===== src/hw/node_cfg_pkg.sv =====
`default_nettype none
package node_cfg_pkg;
	localparam int unsigned CLK_HZ = 50_000_000;
	localparam int unsigned ADDR_W = 6;
	localparam int unsigned RATE_W = 2;
	localparam int unsigned SW_W   = 8;
	localparam int unsigned DIV_W  = 13;

	// Register byte offsets
	localparam logic [7:0] REG_STATUS  = 8'h00;
	localparam logic [7:0] REG_NVM_CFG = 8'h04;
	localparam logic [7:0] REG_ACTIVE  = 8'h08;

	// Field positions
	localparam int unsigned SW_RATE_LSB   = 6;
	localparam int unsigned STS_MODE_BIT  = 8;
	localparam int unsigned STS_DONE_BIT  = 9;
	localparam int unsigned STS_ANVM_BIT  = 10;
	localparam int unsigned STS_RNVM_BIT  = 11;
	localparam int unsigned CFG_RATE_LSB  = 6;
	localparam int unsigned CFG_R232_LSB  = 8;

	// Values after reset
	localparam logic [ADDR_W-1:0] NVM_ADDR_RST   = 6'h01;
	localparam logic [RATE_W-1:0] NVM_RATE_RST   = 2'h1;
	localparam logic [RATE_W-1:0] RS232_RATE_RST = 2'h1;

	// Bit rate codes and rates in bits per second
	localparam logic [RATE_W-1:0] RATE_FROM_NVM = 2'h0;
	localparam logic [RATE_W-1:0] RATE_CODE_1   = 2'h1;
	localparam logic [RATE_W-1:0] RATE_CODE_2   = 2'h2;
	localparam logic [RATE_W-1:0] RATE_CODE_3   = 2'h3;
	localparam logic [ADDR_W-1:0] ADDR_FROM_NVM = 6'h00;
	localparam int unsigned BPS_RATE_1 = 9_600;
	localparam int unsigned BPS_RATE_2 = 38_400;
	localparam int unsigned BPS_RATE_3 = 115_200;
	localparam int unsigned DIV_RATE_2 = CLK_HZ / BPS_RATE_2;
	localparam int unsigned DIV_RATE_3 = CLK_HZ / BPS_RATE_3;

	// Cycles from reset release until the synchronised switches are sampled
	localparam logic [1:0] SETTLE_CYCLES = 2'h3;

	typedef enum logic [0:0] {
		LOAD_WAIT = 1'b0,
		LOAD_DONE = 1'b1
	} load_state_type;
endpackage
`default_nettype wire


===== src/hw/rate_tick_if.sv =====
`timescale 1ns/1ns
`default_nettype none
interface rate_tick_if;
	import node_cfg_pkg::*;
	logic [DIV_W-1:0] divisor;
	logic             tick;
	modport ctrl (output divisor, input tick);
	modport gen  (input divisor, output tick);
endinterface
`default_nettype wire


===== src/hw/bit_tick_gen.sv =====
`timescale 1ns/1ns
`default_nettype none
module bit_tick_gen
(
	input  wire logic    clk_in,
	input  wire logic    arst_n_in,
	rate_tick_if.gen     link
);
	import node_cfg_pkg::*;

	logic [DIV_W-1:0] count_r;
	logic             tick_r;

	// One-cycle enable every divisor cycles; a new divisor is compared with the running count at once
	always_ff @(posedge clk_in or negedge arst_n_in)
	begin
		if (!arst_n_in)
		begin
			count_r <= '0;
			tick_r  <= 1'b0;
		end
		else if (count_r >= link.divisor - DIV_W'(1))
		begin
			count_r <= '0;
			tick_r  <= 1'b1;
		end
		else
		begin
			count_r <= count_r + DIV_W'(1);
			tick_r  <= 1'b0;
		end
	end

	assign link.tick = tick_r;

	a_tick_spacing: assert property (@(posedge clk_in) disable iff (!arst_n_in)
		$rose(tick_r) |=> !tick_r)
		else $error("bit tick lasted more than one cycle");
endmodule // bit_tick_gen
`default_nettype wire


===== src/hw/serial_node_config_select.sv =====
// Operation
// - Switches 1-6 form address, switch 1 LSB
// - Switches 7-8 form bit rate code
// - Switches apply to RS-485 only
// - Address zero selects stored address
// - Rate code zero selects stored rate
// - Codes 1,2,3 give 9.6, 38.4, 115.2 kbps
//
// Implementation choices: the placing of the registers and the APB register port.
`timescale 1ns/1ns
`default_nettype none
module serial_node_config_select
#(
	parameter int unsigned DIV_RATE_1 = node_cfg_pkg::CLK_HZ / node_cfg_pkg::BPS_RATE_1
)
(
	input  wire logic                             clk_in,
	input  wire logic                             arst_n_in,
	input  wire logic [node_cfg_pkg::SW_W-1:0]    switch_in,
	input  wire logic                             select_in,
	input  wire logic                             psel_in,
	input  wire logic                             penable_in,
	input  wire logic                             pwrite_in,
	input  wire logic [7:0]                       paddr_in,
	input  wire logic [31:0]                      pwdata_in,
	output logic      [31:0]                      prdata_out,
	output logic                                  pready_out,
	output logic                                  pslverr_out,
	output logic      [node_cfg_pkg::ADDR_W-1:0]  node_addr_out,
	output logic      [node_cfg_pkg::RATE_W-1:0]  rate_code_out,
	output logic                                  rs485_mode_out,
	output logic                                  config_valid_out,
	output logic                                  bit_tick_out
);
	import node_cfg_pkg::*;

	// Divider must fit the tick counter and give a one-cycle pulse
	if (DIV_RATE_1 < 2 || DIV_RATE_1 >= (1 << DIV_W))
	begin : g_div_check
		$error("DIV_RATE_1 out of range");
	end

	load_state_type    state_r;
	logic [1:0]        settle_r;
	logic [SW_W-1:0]   sw_meta_r;
	logic [SW_W-1:0]   sw_sync_r;
	logic              sel_meta_r;
	logic              sel_sync_r;
	logic [SW_W-1:0]   sw_latch_r;
	logic              mode485_r;
	logic [ADDR_W-1:0] nvm_addr_r;
	logic [RATE_W-1:0] nvm_rate_r;
	logic [RATE_W-1:0] r232_rate_r;
	logic [ADDR_W-1:0] sw_addr;
	logic [RATE_W-1:0] sw_rate;
	logic [ADDR_W-1:0] addr_nxt;
	logic [RATE_W-1:0] rate_nxt;
	logic [DIV_W-1:0]  div_nxt;
	logic              addr_nvm;
	logic              rate_nvm;
	logic              setup;
	logic              wr_access;
	logic              mapped;
	logic [31:0]       rdata_nxt;

	rate_tick_if tick_link ();

	bit_tick_gen u_tick
	(
		.clk_in    (clk_in),
		.arst_n_in (arst_n_in),
		.link      (tick_link.gen)
	);

	// Two-stage synchronisers for the switch and select pins
	always_ff @(posedge clk_in or negedge arst_n_in)
	begin
		if (!arst_n_in)
		begin
			sw_meta_r  <= '0;
			sw_sync_r  <= '0;
			sel_meta_r <= 1'b1;
			sel_sync_r <= 1'b1;
		end
		else
		begin
			sw_meta_r  <= switch_in;
			sw_sync_r  <= sw_meta_r;
			sel_meta_r <= select_in;
			sel_sync_r <= sel_meta_r;
		end
	end

	// Sample switches and select once, after the synchronisers have settled
	always_ff @(posedge clk_in or negedge arst_n_in)
	begin
		if (!arst_n_in)
		begin
			state_r    <= LOAD_WAIT;
			settle_r   <= '0;
			sw_latch_r <= '0;
			mode485_r  <= 1'b0;
		end
		else
		begin
			case (state_r)
				LOAD_WAIT:
				begin
					if (settle_r == SETTLE_CYCLES - 2'h1)
					begin
						sw_latch_r <= sw_sync_r;
						mode485_r  <= !sel_sync_r;
						state_r    <= LOAD_DONE;
					end
					settle_r <= settle_r + 2'h1;
				end
				LOAD_DONE: state_r <= LOAD_DONE;
				default:   state_r <= LOAD_WAIT;
			endcase
		end
	end

	assign sw_addr  = sw_latch_r[ADDR_W-1:0];
	assign sw_rate  = sw_latch_r[SW_RATE_LSB +: RATE_W];
	assign addr_nvm = (sw_addr == ADDR_FROM_NVM);
	assign rate_nvm = (sw_rate == RATE_FROM_NVM);

	always_comb
	begin
		addr_nxt = addr_nvm ? nvm_addr_r : sw_addr;
		if (!mode485_r)
		begin
			addr_nxt = nvm_addr_r;
			rate_nxt = r232_rate_r;
		end
		else if (rate_nvm)
			rate_nxt = nvm_rate_r;
		else
			rate_nxt = sw_rate;
		case (rate_nxt)
			RATE_CODE_2: div_nxt = DIV_W'(DIV_RATE_2);
			RATE_CODE_3: div_nxt = DIV_W'(DIV_RATE_3);
			default:     div_nxt = DIV_W'(DIV_RATE_1);
		endcase
	end

	assign tick_link.divisor = div_nxt;

	always_ff @(posedge clk_in or negedge arst_n_in)
	begin
		if (!arst_n_in)
		begin
			node_addr_out    <= '0;
			rate_code_out    <= '0;
			rs485_mode_out   <= 1'b0;
			config_valid_out <= 1'b0;
			bit_tick_out     <= 1'b0;
		end
		else
		begin
			node_addr_out    <= addr_nxt;
			rate_code_out    <= rate_nxt;
			rs485_mode_out   <= mode485_r;
			config_valid_out <= (state_r == LOAD_DONE);
			bit_tick_out     <= tick_link.tick && (state_r == LOAD_DONE);
		end
	end

	// APB slave, zero wait states
	assign setup     = psel_in && !penable_in;
	assign wr_access = psel_in && penable_in && pready_out && pwrite_in && !pslverr_out;
	assign mapped    = (paddr_in == REG_STATUS) || (paddr_in == REG_NVM_CFG) || (paddr_in == REG_ACTIVE);

	always_comb
	begin
		rdata_nxt = '0;
		case (paddr_in)
			REG_STATUS:
			begin
				rdata_nxt[SW_W-1:0]    = sw_latch_r;
				rdata_nxt[STS_MODE_BIT] = mode485_r;
				rdata_nxt[STS_DONE_BIT] = (state_r == LOAD_DONE);
				rdata_nxt[STS_ANVM_BIT] = addr_nvm;
				rdata_nxt[STS_RNVM_BIT] = rate_nvm;
			end
			REG_NVM_CFG:
			begin
				rdata_nxt[ADDR_W-1:0]              = nvm_addr_r;
				rdata_nxt[CFG_RATE_LSB +: RATE_W]  = nvm_rate_r;
				rdata_nxt[CFG_R232_LSB +: RATE_W]  = r232_rate_r;
			end
			REG_ACTIVE:
			begin
				rdata_nxt[ADDR_W-1:0]             = node_addr_out;
				rdata_nxt[CFG_RATE_LSB +: RATE_W] = rate_code_out;
			end
			default: rdata_nxt = '0;
		endcase
	end

	always_ff @(posedge clk_in or negedge arst_n_in)
	begin
		if (!arst_n_in)
		begin
			pready_out  <= 1'b0;
			pslverr_out <= 1'b0;
			prdata_out  <= '0;
		end
		else
		begin
			pready_out  <= setup;
			pslverr_out <= setup && !mapped;
			prdata_out  <= (setup && !pwrite_in) ? rdata_nxt : '0;
		end
	end

	// Stored values that firmware loads from non-volatile memory
	always_ff @(posedge clk_in or negedge arst_n_in)
	begin
		if (!arst_n_in)
		begin
			nvm_addr_r  <= NVM_ADDR_RST;
			nvm_rate_r  <= NVM_RATE_RST;
			r232_rate_r <= RS232_RATE_RST;
		end
		else if (wr_access && paddr_in == REG_NVM_CFG)
		begin
			nvm_addr_r  <= pwdata_in[ADDR_W-1:0];
			nvm_rate_r  <= pwdata_in[CFG_RATE_LSB +: RATE_W];
			r232_rate_r <= pwdata_in[CFG_R232_LSB +: RATE_W];
		end
	end

	a_addr_switch: assert property (@(posedge clk_in) disable iff (!arst_n_in)
		(state_r == LOAD_DONE && mode485_r && !addr_nvm) |=> node_addr_out == sw_latch_r[ADDR_W-1:0])
		else $error("node address does not follow switches");
	a_rate_switch: assert property (@(posedge clk_in) disable iff (!arst_n_in)
		(state_r == LOAD_DONE && mode485_r && !rate_nvm) |=> rate_code_out == sw_latch_r[7:6])
		else $error("rate code does not follow switches");
	a_rs232_ignore: assert property (@(posedge clk_in) disable iff (!arst_n_in)
		!mode485_r |=> (rate_code_out == $past(r232_rate_r)) && (node_addr_out == $past(nvm_addr_r)))
		else $error("switches leaked into RS-232 setting");
	a_addr_nvm: assert property (@(posedge clk_in) disable iff (!arst_n_in)
		(mode485_r && sw_latch_r[ADDR_W-1:0] == 6'h00) |=> node_addr_out == $past(nvm_addr_r))
		else $error("zero address did not select stored address");
	a_rate_nvm: assert property (@(posedge clk_in) disable iff (!arst_n_in)
		(mode485_r && sw_latch_r[7:6] == 2'h0) |=> rate_code_out == $past(nvm_rate_r))
		else $error("zero rate did not select stored rate");
	a_rate_divisor: assert property (@(posedge clk_in) disable iff (!arst_n_in)
		(rate_nxt == 2'h3) |-> tick_link.divisor == 13'h1b2)
		else $error("wrong divisor for 115.2 kbps");
	a_latch_once: assert property (@(posedge clk_in) disable iff (!arst_n_in)
		(state_r == LOAD_DONE) |=> $stable(sw_latch_r) && $stable(mode485_r) && state_r == LOAD_DONE)
		else $error("switch latch changed after load");
	a_load_time: assert property (@(posedge clk_in) disable iff (!arst_n_in)
		$rose(arst_n_in) |-> ##[0:4] state_r == LOAD_DONE)
		else $error("switches not latched in time");
endmodule // serial_node_config_select
`default_nettype wire


===== config.mk =====
export PLATFORM = sky130hd
export DESIGN_NAME = serial_node_config_select
export DESIGN_NICKNAME = d
export VERILOG_FILES = /design/src/hw/node_cfg_pkg.sv /design/src/hw/rate_tick_if.sv /design/src/hw/bit_tick_gen.sv /design/src/hw/serial_node_config_select.sv
export SDC_FILE = /design/constraint.sdc
export NUM_CORES = 1
export LEC_CHECK = 0
export ABC_CLOCK_PERIOD_IN_PS = 5400
export BUFFER_PORTS_ARGS = -buffer_cell sky130_fd_sc_hd__buf_2
export CAP_MARGIN = 20
export CORE_ASPECT_RATIO = 0.8
export CORE_MARGIN = 2
export CORE_UTILIZATION = 55
export DETAILED_ROUTE_END_ITERATION = 16
export GPL_TIMING_DRIVEN = 1
export PLACE_DENSITY = 0.86
export SLEW_MARGIN = 10
export SYNTH_ARGS = -nofsm -noshare
export SYNTH_HDL_FRONTEND = slang
export SYNTH_SLANG_ARGS = --single-unit

===== constraint.sdc =====
create_clock -name clk_in -period 5.4 [get_ports clk_in]
set_input_delay 0.81 -clock clk_in [delete_from_list [all_inputs] [get_ports clk_in]]
set_output_delay 0.81 -clock clk_in [all_outputs]
set_load 0.03 [all_outputs]

======== Word level (Yosys, flattened, before mapping) ========
Cells that the tools add are included.
W data, S select, Z words.
word-level totals
  flip-flop bits (word level) ............. 79
  input port bits ......................... 54
  word-level logic and storage cells ...... 64
cells by class
  add/subtract/negate cells ............... 3
  magnitude comparators ................... 1
  equality and inequality tests ........... 5
  mux-type cells .......................... 13
  bitwise logic cells ..................... 1
  reductions and logical operators ........ 20
operator list
  kind                     count
  $pmux W13 S2             1
  $pmux W8 S3              1
  $add A13 B1 Y13 const B  1
  $ge A13 B13 Y1           1
  $mux W13                 1
  $sub A13 B1 Y13 const B  1
  $mux W12                 1
  $mux W6                  2
  $logic_and A1 B1 Y1      9
  $eq A8 B3 Y1 const B     1
  $eq A8 B4 Y1 const B     1
  $logic_not A8 Y1         1
  $eq A2 B2 Y1 const B     3
  $logic_not A6 Y1         1
  $mux W2                  3
  $logic_not A1 Y1         5
  $pmux W2 S2              1
  $add A2 B1 Y2 const B    1
  $logic_not A2 Y1         1
  $logic_or A1 B1 Y1       2
  $mux W1                  2
  $pmux W1 S2              1
  $reduce_and A2 Y1        1
  $not A1 Y1               1

======== Longest topological paths before layout ========
  depth after elaboration ................. 8
  depth in mapped cells ................... 12
  gate-level depth less buffers ........... 11

======== Cells and area by module ========
From an unflattened synthesis, not the netlist that was laid out.
second synthesis, totals
  cell total of the unflattened synthesis .. 319
  area total of the unflattened synthesis .. 3713.6 um^2
by module, submodules not included
  module                     instances  cells each  area each (um^2)  sequential area each (um^2)
  serial_node_config_select  1          196         2561.2            1632.8
  bit_tick_gen               1          123         1152.4            350.3

======== Least setup slack after synthesis ========
OpenSTA, ideal clock, no wires.
  path type ............................... reg-to-reg
  start point ............................. register sw_latch_r[6]
  end point ............................... register u_tick.count_r[10]
  library setup time ...................... 0.121 ns
  data arrival time ....................... 2.339 ns
  required time ........................... 5.279 ns
  path slack .............................. 2.940 ns
  cell stages (with the launch flop) ...... 11
  buffers on the path ..................... 1
  cells stage by stage .................... dfrtp_1 -> nand2b_1 -> a31oi_1 -> nand2_1 -> ha_1 -> nand2_1 -> o21ai_0 -> a21oi_1 -> o41ai_1 -> buf_2 -> nor2_1
between the ends
  word-level cells in the longest chain between the ends .. 8
  elaborated cells between the ends (all ways) .. 9
  those cells by class .................... add/sub (1); order compare (1); eq/ne (2); mux (4); reduce/logical (1)
RTL lines
  element                   RTL line                          RTL
  start: declaration        serial_node_config_select.sv:49   logic [SW_W-1:0] sw_latch_r;
  start signal: assignment  serial_node_config_select.sv:111  sw_latch_r <= sw_sync_r;
  $logic_not A2 Y1          serial_node_config_select.sv:126  assign rate_nvm = (sw_rate == RATE_FROM_NVM);
  $mux W2 *                 serial_node_config_select.sv:136  else if (rate_nvm)
  $mux W2 *                 serial_node_config_select.sv:131  if (!mode485_r)
  $eq A2 B2 Y1              serial_node_config_select.sv:140  case (rate_nxt)
  $pmux W13 S2 *            serial_node_config_select.sv:140
  $sub A13 B1 Y13 *         bit_tick_gen.sv:22                else if (count_r >= link.divisor - DIV_W'(1))
  $ge A13 B13 Y1 *          bit_tick_gen.sv:22
  $mux W13 *                bit_tick_gen.sv:22
  end signal: assignment    bit_tick_gen.sv:29                count_r <= count_r + DIV_W'(1);
  end: declaration          bit_tick_gen.sv:11                logic [DIV_W-1:0] count_r;
Mark *: on every way between the ends. The rest lies on a longest branch, timed or not.
A chain may end at the register's enable or synchronous reset.

======== Worst setup path after layout ========
  start point ............................. register mode485_r
  end point ............................... register u_tick.count_r[3]
between the ends
  word-level cells in the longest chain between the ends .. 6
  elaborated cells between the ends (all ways) .. 7
  those cells by class .................... add/sub (1); order compare (1); eq/ne (2); mux (3)
RTL lines
  element                   RTL line                          RTL
  start: declaration        serial_node_config_select.sv:50   logic mode485_r;
  start signal: assignment  serial_node_config_select.sv:112  mode485_r <= !sel_sync_r;
  $mux W2 *                 serial_node_config_select.sv:131
  $eq A2 B2 Y1              serial_node_config_select.sv:140
  $pmux W13 S2 *            serial_node_config_select.sv:140
  $sub A13 B1 Y13 *         bit_tick_gen.sv:22
  $ge A13 B13 Y1 *          bit_tick_gen.sv:22
  $mux W13 *                bit_tick_gen.sv:22
Marked as above.

==> results.sh <==
export IMPL_cts_buffers=9
export IMPL_ys_top_cells_by_count="74 x dfrtp_1, 38 x nor2_1, 21 x buf_4"
export IMPL_cp_start_kind="flip-flop"
export IMPL_r2r_end="u_tick.count_r[3]$_DFF_PN0_"
export IMPL_yosys_warnings=0
export IMPL_syn_inst=271
export IMPL_grt_usage=0.192
export IMPL_fin_crit_sh=0.621
export IMPL_netlist_area_leader_share=0.561
export IMPL_seqPwrFrac=0.531
export IMPL_setup_tns_ns=0
export IMPL_yosysSeqAreaShare=0.600
export IMPL_worstHoldEndpoint="sel_sync_r$_DFF_PN1_"
export IMPL_synth_cell_types=36
export IMPL_n_fill_cell=442
export IMPL_globalplace_congestion=0.802
export IMPL_syn_area_per_cell_um2=12.2
export IMPL_cp_max_fo=15
export IMPL_wl_per_cell_um=13.8
export IMPL_total_power_uw=1270
export IMPL_num_vias=2101
export IMPL_syn_cell_area_um2=3300
export IMPL_yosys_register_bits=79
export IMPL_hp_class="flip-flop to flip-flop"
export IMPL_placement_io_buffers=56
export IMPL_synth_ff_type="dfrtp_1"
export IMPL_hp_start="sel_meta_r$_DFF_PN1_"
export IMPL_htree_levels=3
export IMPL_cts_tree="yes"
export IMPL_ctsResizeCount=0
export IMPL_grt_overflow_total=0
export IMPL_cp_required_ns=5.65
export IMPL_leakagePower_uw=0.00195
export IMPL_clkPwrFrac=0.322
export IMPL_peakVddDrop_uv=245
export IMPL_rows=25
export IMPL_max_slew_margin=0.352
export IMPL_ant_nets=0
export IMPL_post_dp_hpwl_um=4020
export IMPL_synth_xor_xnor_area_share=0.0318
export IMPL_clk_latency_ns=0.36
export IMPL_pwr_share_comb=0.148
export IMPL_antenna_found_initial=0
export IMPL_cts_path_max_buffers=2
export IMPL_initial_core_util=0.565
export IMPL_numClockSinks=79
export IMPL_synth_top_cell_by_area="dfrtp_1"
export IMPL_synth_top_family_by_area="simple AND/OR/NAND/NOR gates"
export IMPL_p_sw_uw=384
export IMPL_core_area_um2=5850
export IMPL_worst_slew_pin_slew_ns=0.959
export IMPL_cap_violations=0
export IMPL_status="finished clean"
export IMPL_synth_compound_area_frac=0.0561
export IMPL_cts_root_buffer="clkbuf_8"
export IMPL_dieArea_um2=6650
export IMPL_r2r_start="mode485_r$_DFFE_PN0P_"
export IMPL_holdPathStages=0
export IMPL_reg2reg_depth=10
export IMPL_grt_pass1_vias=1966
export IMPL_dieHeight_um=73.3
export IMPL_synth_most_common_cell="dfrtp_1"
export IMPL_diodes=0
export IMPL_rsz0062_at_grt="false"
export IMPL_finClkSkew_ns=0.0101
export IMPL_cp_data_arrival_time_ns=3.61
export IMPL_hold_viol=0
export IMPL_via_per_inst=5.04
export IMPL_finalWirelength_um=5760
export IMPL_drcViolationCount=0
export IMPL_slew_violations=0
export IMPL_area_growth_pct=13.9
export IMPL_dr_pass1_iters=4
export IMPL_intPower_uw=888
export IMPL_final_nets=395
export IMPL_postCtsSetupRepairBufs=0
export IMPL_muxShareOfSynthArea=0.0996
export IMPL_grt_max_degree=80
export IMPL_drtIter0Drc=127
export IMPL_clk_pin_slew_ns=0.09
export IMPL_synth_area_leaders="dfrtp_1 56%, buf_4 4.8%, mux2_4 4.5%"
export IMPL_setup_viol=0
export IMPL_async_flop_share=1.00
export IMPL_grt_pass1_wl_um=9670
export IMPL_end_kind="flip-flop"
export IMPL_synthAdderAreaFrac=0.0379
export IMPL_synth_edff_count=0
export IMPL_power_density_nw_per_um2=338
export IMPL_r2r_slack_ns=2.04
export IMPL_synthSimpleGateAreaFrac=0.108
export IMPL_drive_above_1_share=0.286
export IMPL_swShare=0.302
export IMPL_die_w_um=90.6
export IMPL_io_pins=99
export IMPL_timing_fmax_mhz=298
export IMPL_finalCriticalPeriod_ns=3.36
export IMPL_cts_hold_repair_buffers=0
export IMPL_worstSetupPathType="flip-flop to flip-flop"
-- metrics by stage --
stage	hold slack [ns]	cells	area [µm²]	setup slack (ns)	util
global route	0.354	417	3760	1.66	0.643
finish	0.355	417	3760	2.04	0.643
CTS	0.354	417	3760	2.03	0.643
global placement	0.332	401	3580	2.12	0.612
detailed placement	0.335	401	3580	2.06	0.612
floorplan	0.331	290	3370	2.94	-
-- cell type report --
class	count	area (µm²)	area share
clock buffer	9	124	0.0329
clock inverter	7	62.6	0.0166
inverter	7	26.3	0.00698
multi-input combinational	177	1180	0.313
sequential	79	1980	0.527
tap	81	101	0.0269
timing repair buffer	57	290	0.0771
-- per-layer routing --
metal  GRT usage  part of all wire
met5           0                 0
met4      0.0752             0.017
met3      0.0677             0.056
met2       0.274              0.45
met1       0.273              0.47
-- cells by family after synthesis --
kind of cell    Yosys count
buf+inv                  34
mux                      27
other cells               1
flops                    79
fa+ha+maj                10
xor+xnor                 12
compound gates           30
simple gates             78
-- how the worst max path moves through the flow --
stage	from	endpoint	cells after the start
global placement	mode485_r$_DFFE_PN0P_	u_tick.count_r[12]$_DFF_PN0_	10
detailed placement	mode485_r$_DFFE_PN0P_	u_tick.count_r[12]$_DFF_PN0_	10
finish	mode485_r$_DFFE_PN0P_	u_tick.count_r[3]$_DFF_PN0_	10
global route	mode485_r$_DFFE_PN0P_	u_tick.count_r[2]$_DFF_PN0_	10
floorplan	sw_latch_r[6]$_DFFE_PN0P_	u_tick.count_r[10]$_DFF_PN0_	10
CTS	mode485_r$_DFFE_PN0P_	u_tick.count_r[1]$_DFF_PN0_	10
-- critical path: stages, from the launching register on --
cell and delay [ns]:
dfrtp_1 0.66, nor2_1 0.13, a31oi_1 0.47, nand2_1 0.21, ha_1 0.32, nand2_1 0.06
o21ai_0 0.16, a21oi_1 0.06, o41ai_1 0.84, buf_4 0.30, nor2_1 0.06
-- power by group through the flow --
stage / Combinational [µW] / Clock (µW) / Sequential, µW
2_1_floorplan: 140 / 0 / 684
3_3_place_gp: 175 / 0 / 683
3_5_place_dp: 188 / 0 / 686
4_1_cts: 190 / 421 / 675
5_1_grt: 210 / 452 / 682
6_report: 188 / 409 / 675
-- layout by cell type (no fill, tap or decap), types with 7 or more instances in the layout --
cell type  synthesis  final
nor2_1            38     38
mux2_2             7      7
mux2_4            10     10
a21oi_1           16     16
dfrtp_1           74     74
inv_1              7      7
mux2i_1           10     10
buf_2              1     55
nand2_1           14     14
ha_1              10     10
clkbuf_8           0      9
conb_1             1     20
-- flip-flops by register name (all words and copies together) (netlist names), 6 cells and up --
| register | count |
|---|---|
| node_addr_out | 6 |
| nvm_addr_r | 6 |
| prdata_out | 12 |
| sw_latch_r | 8 |
| sw_meta_r | 8 |
| sw_sync_r | 8 |
| u_tick.count_r | 13 |
Power figures use the tool's default switching activity.
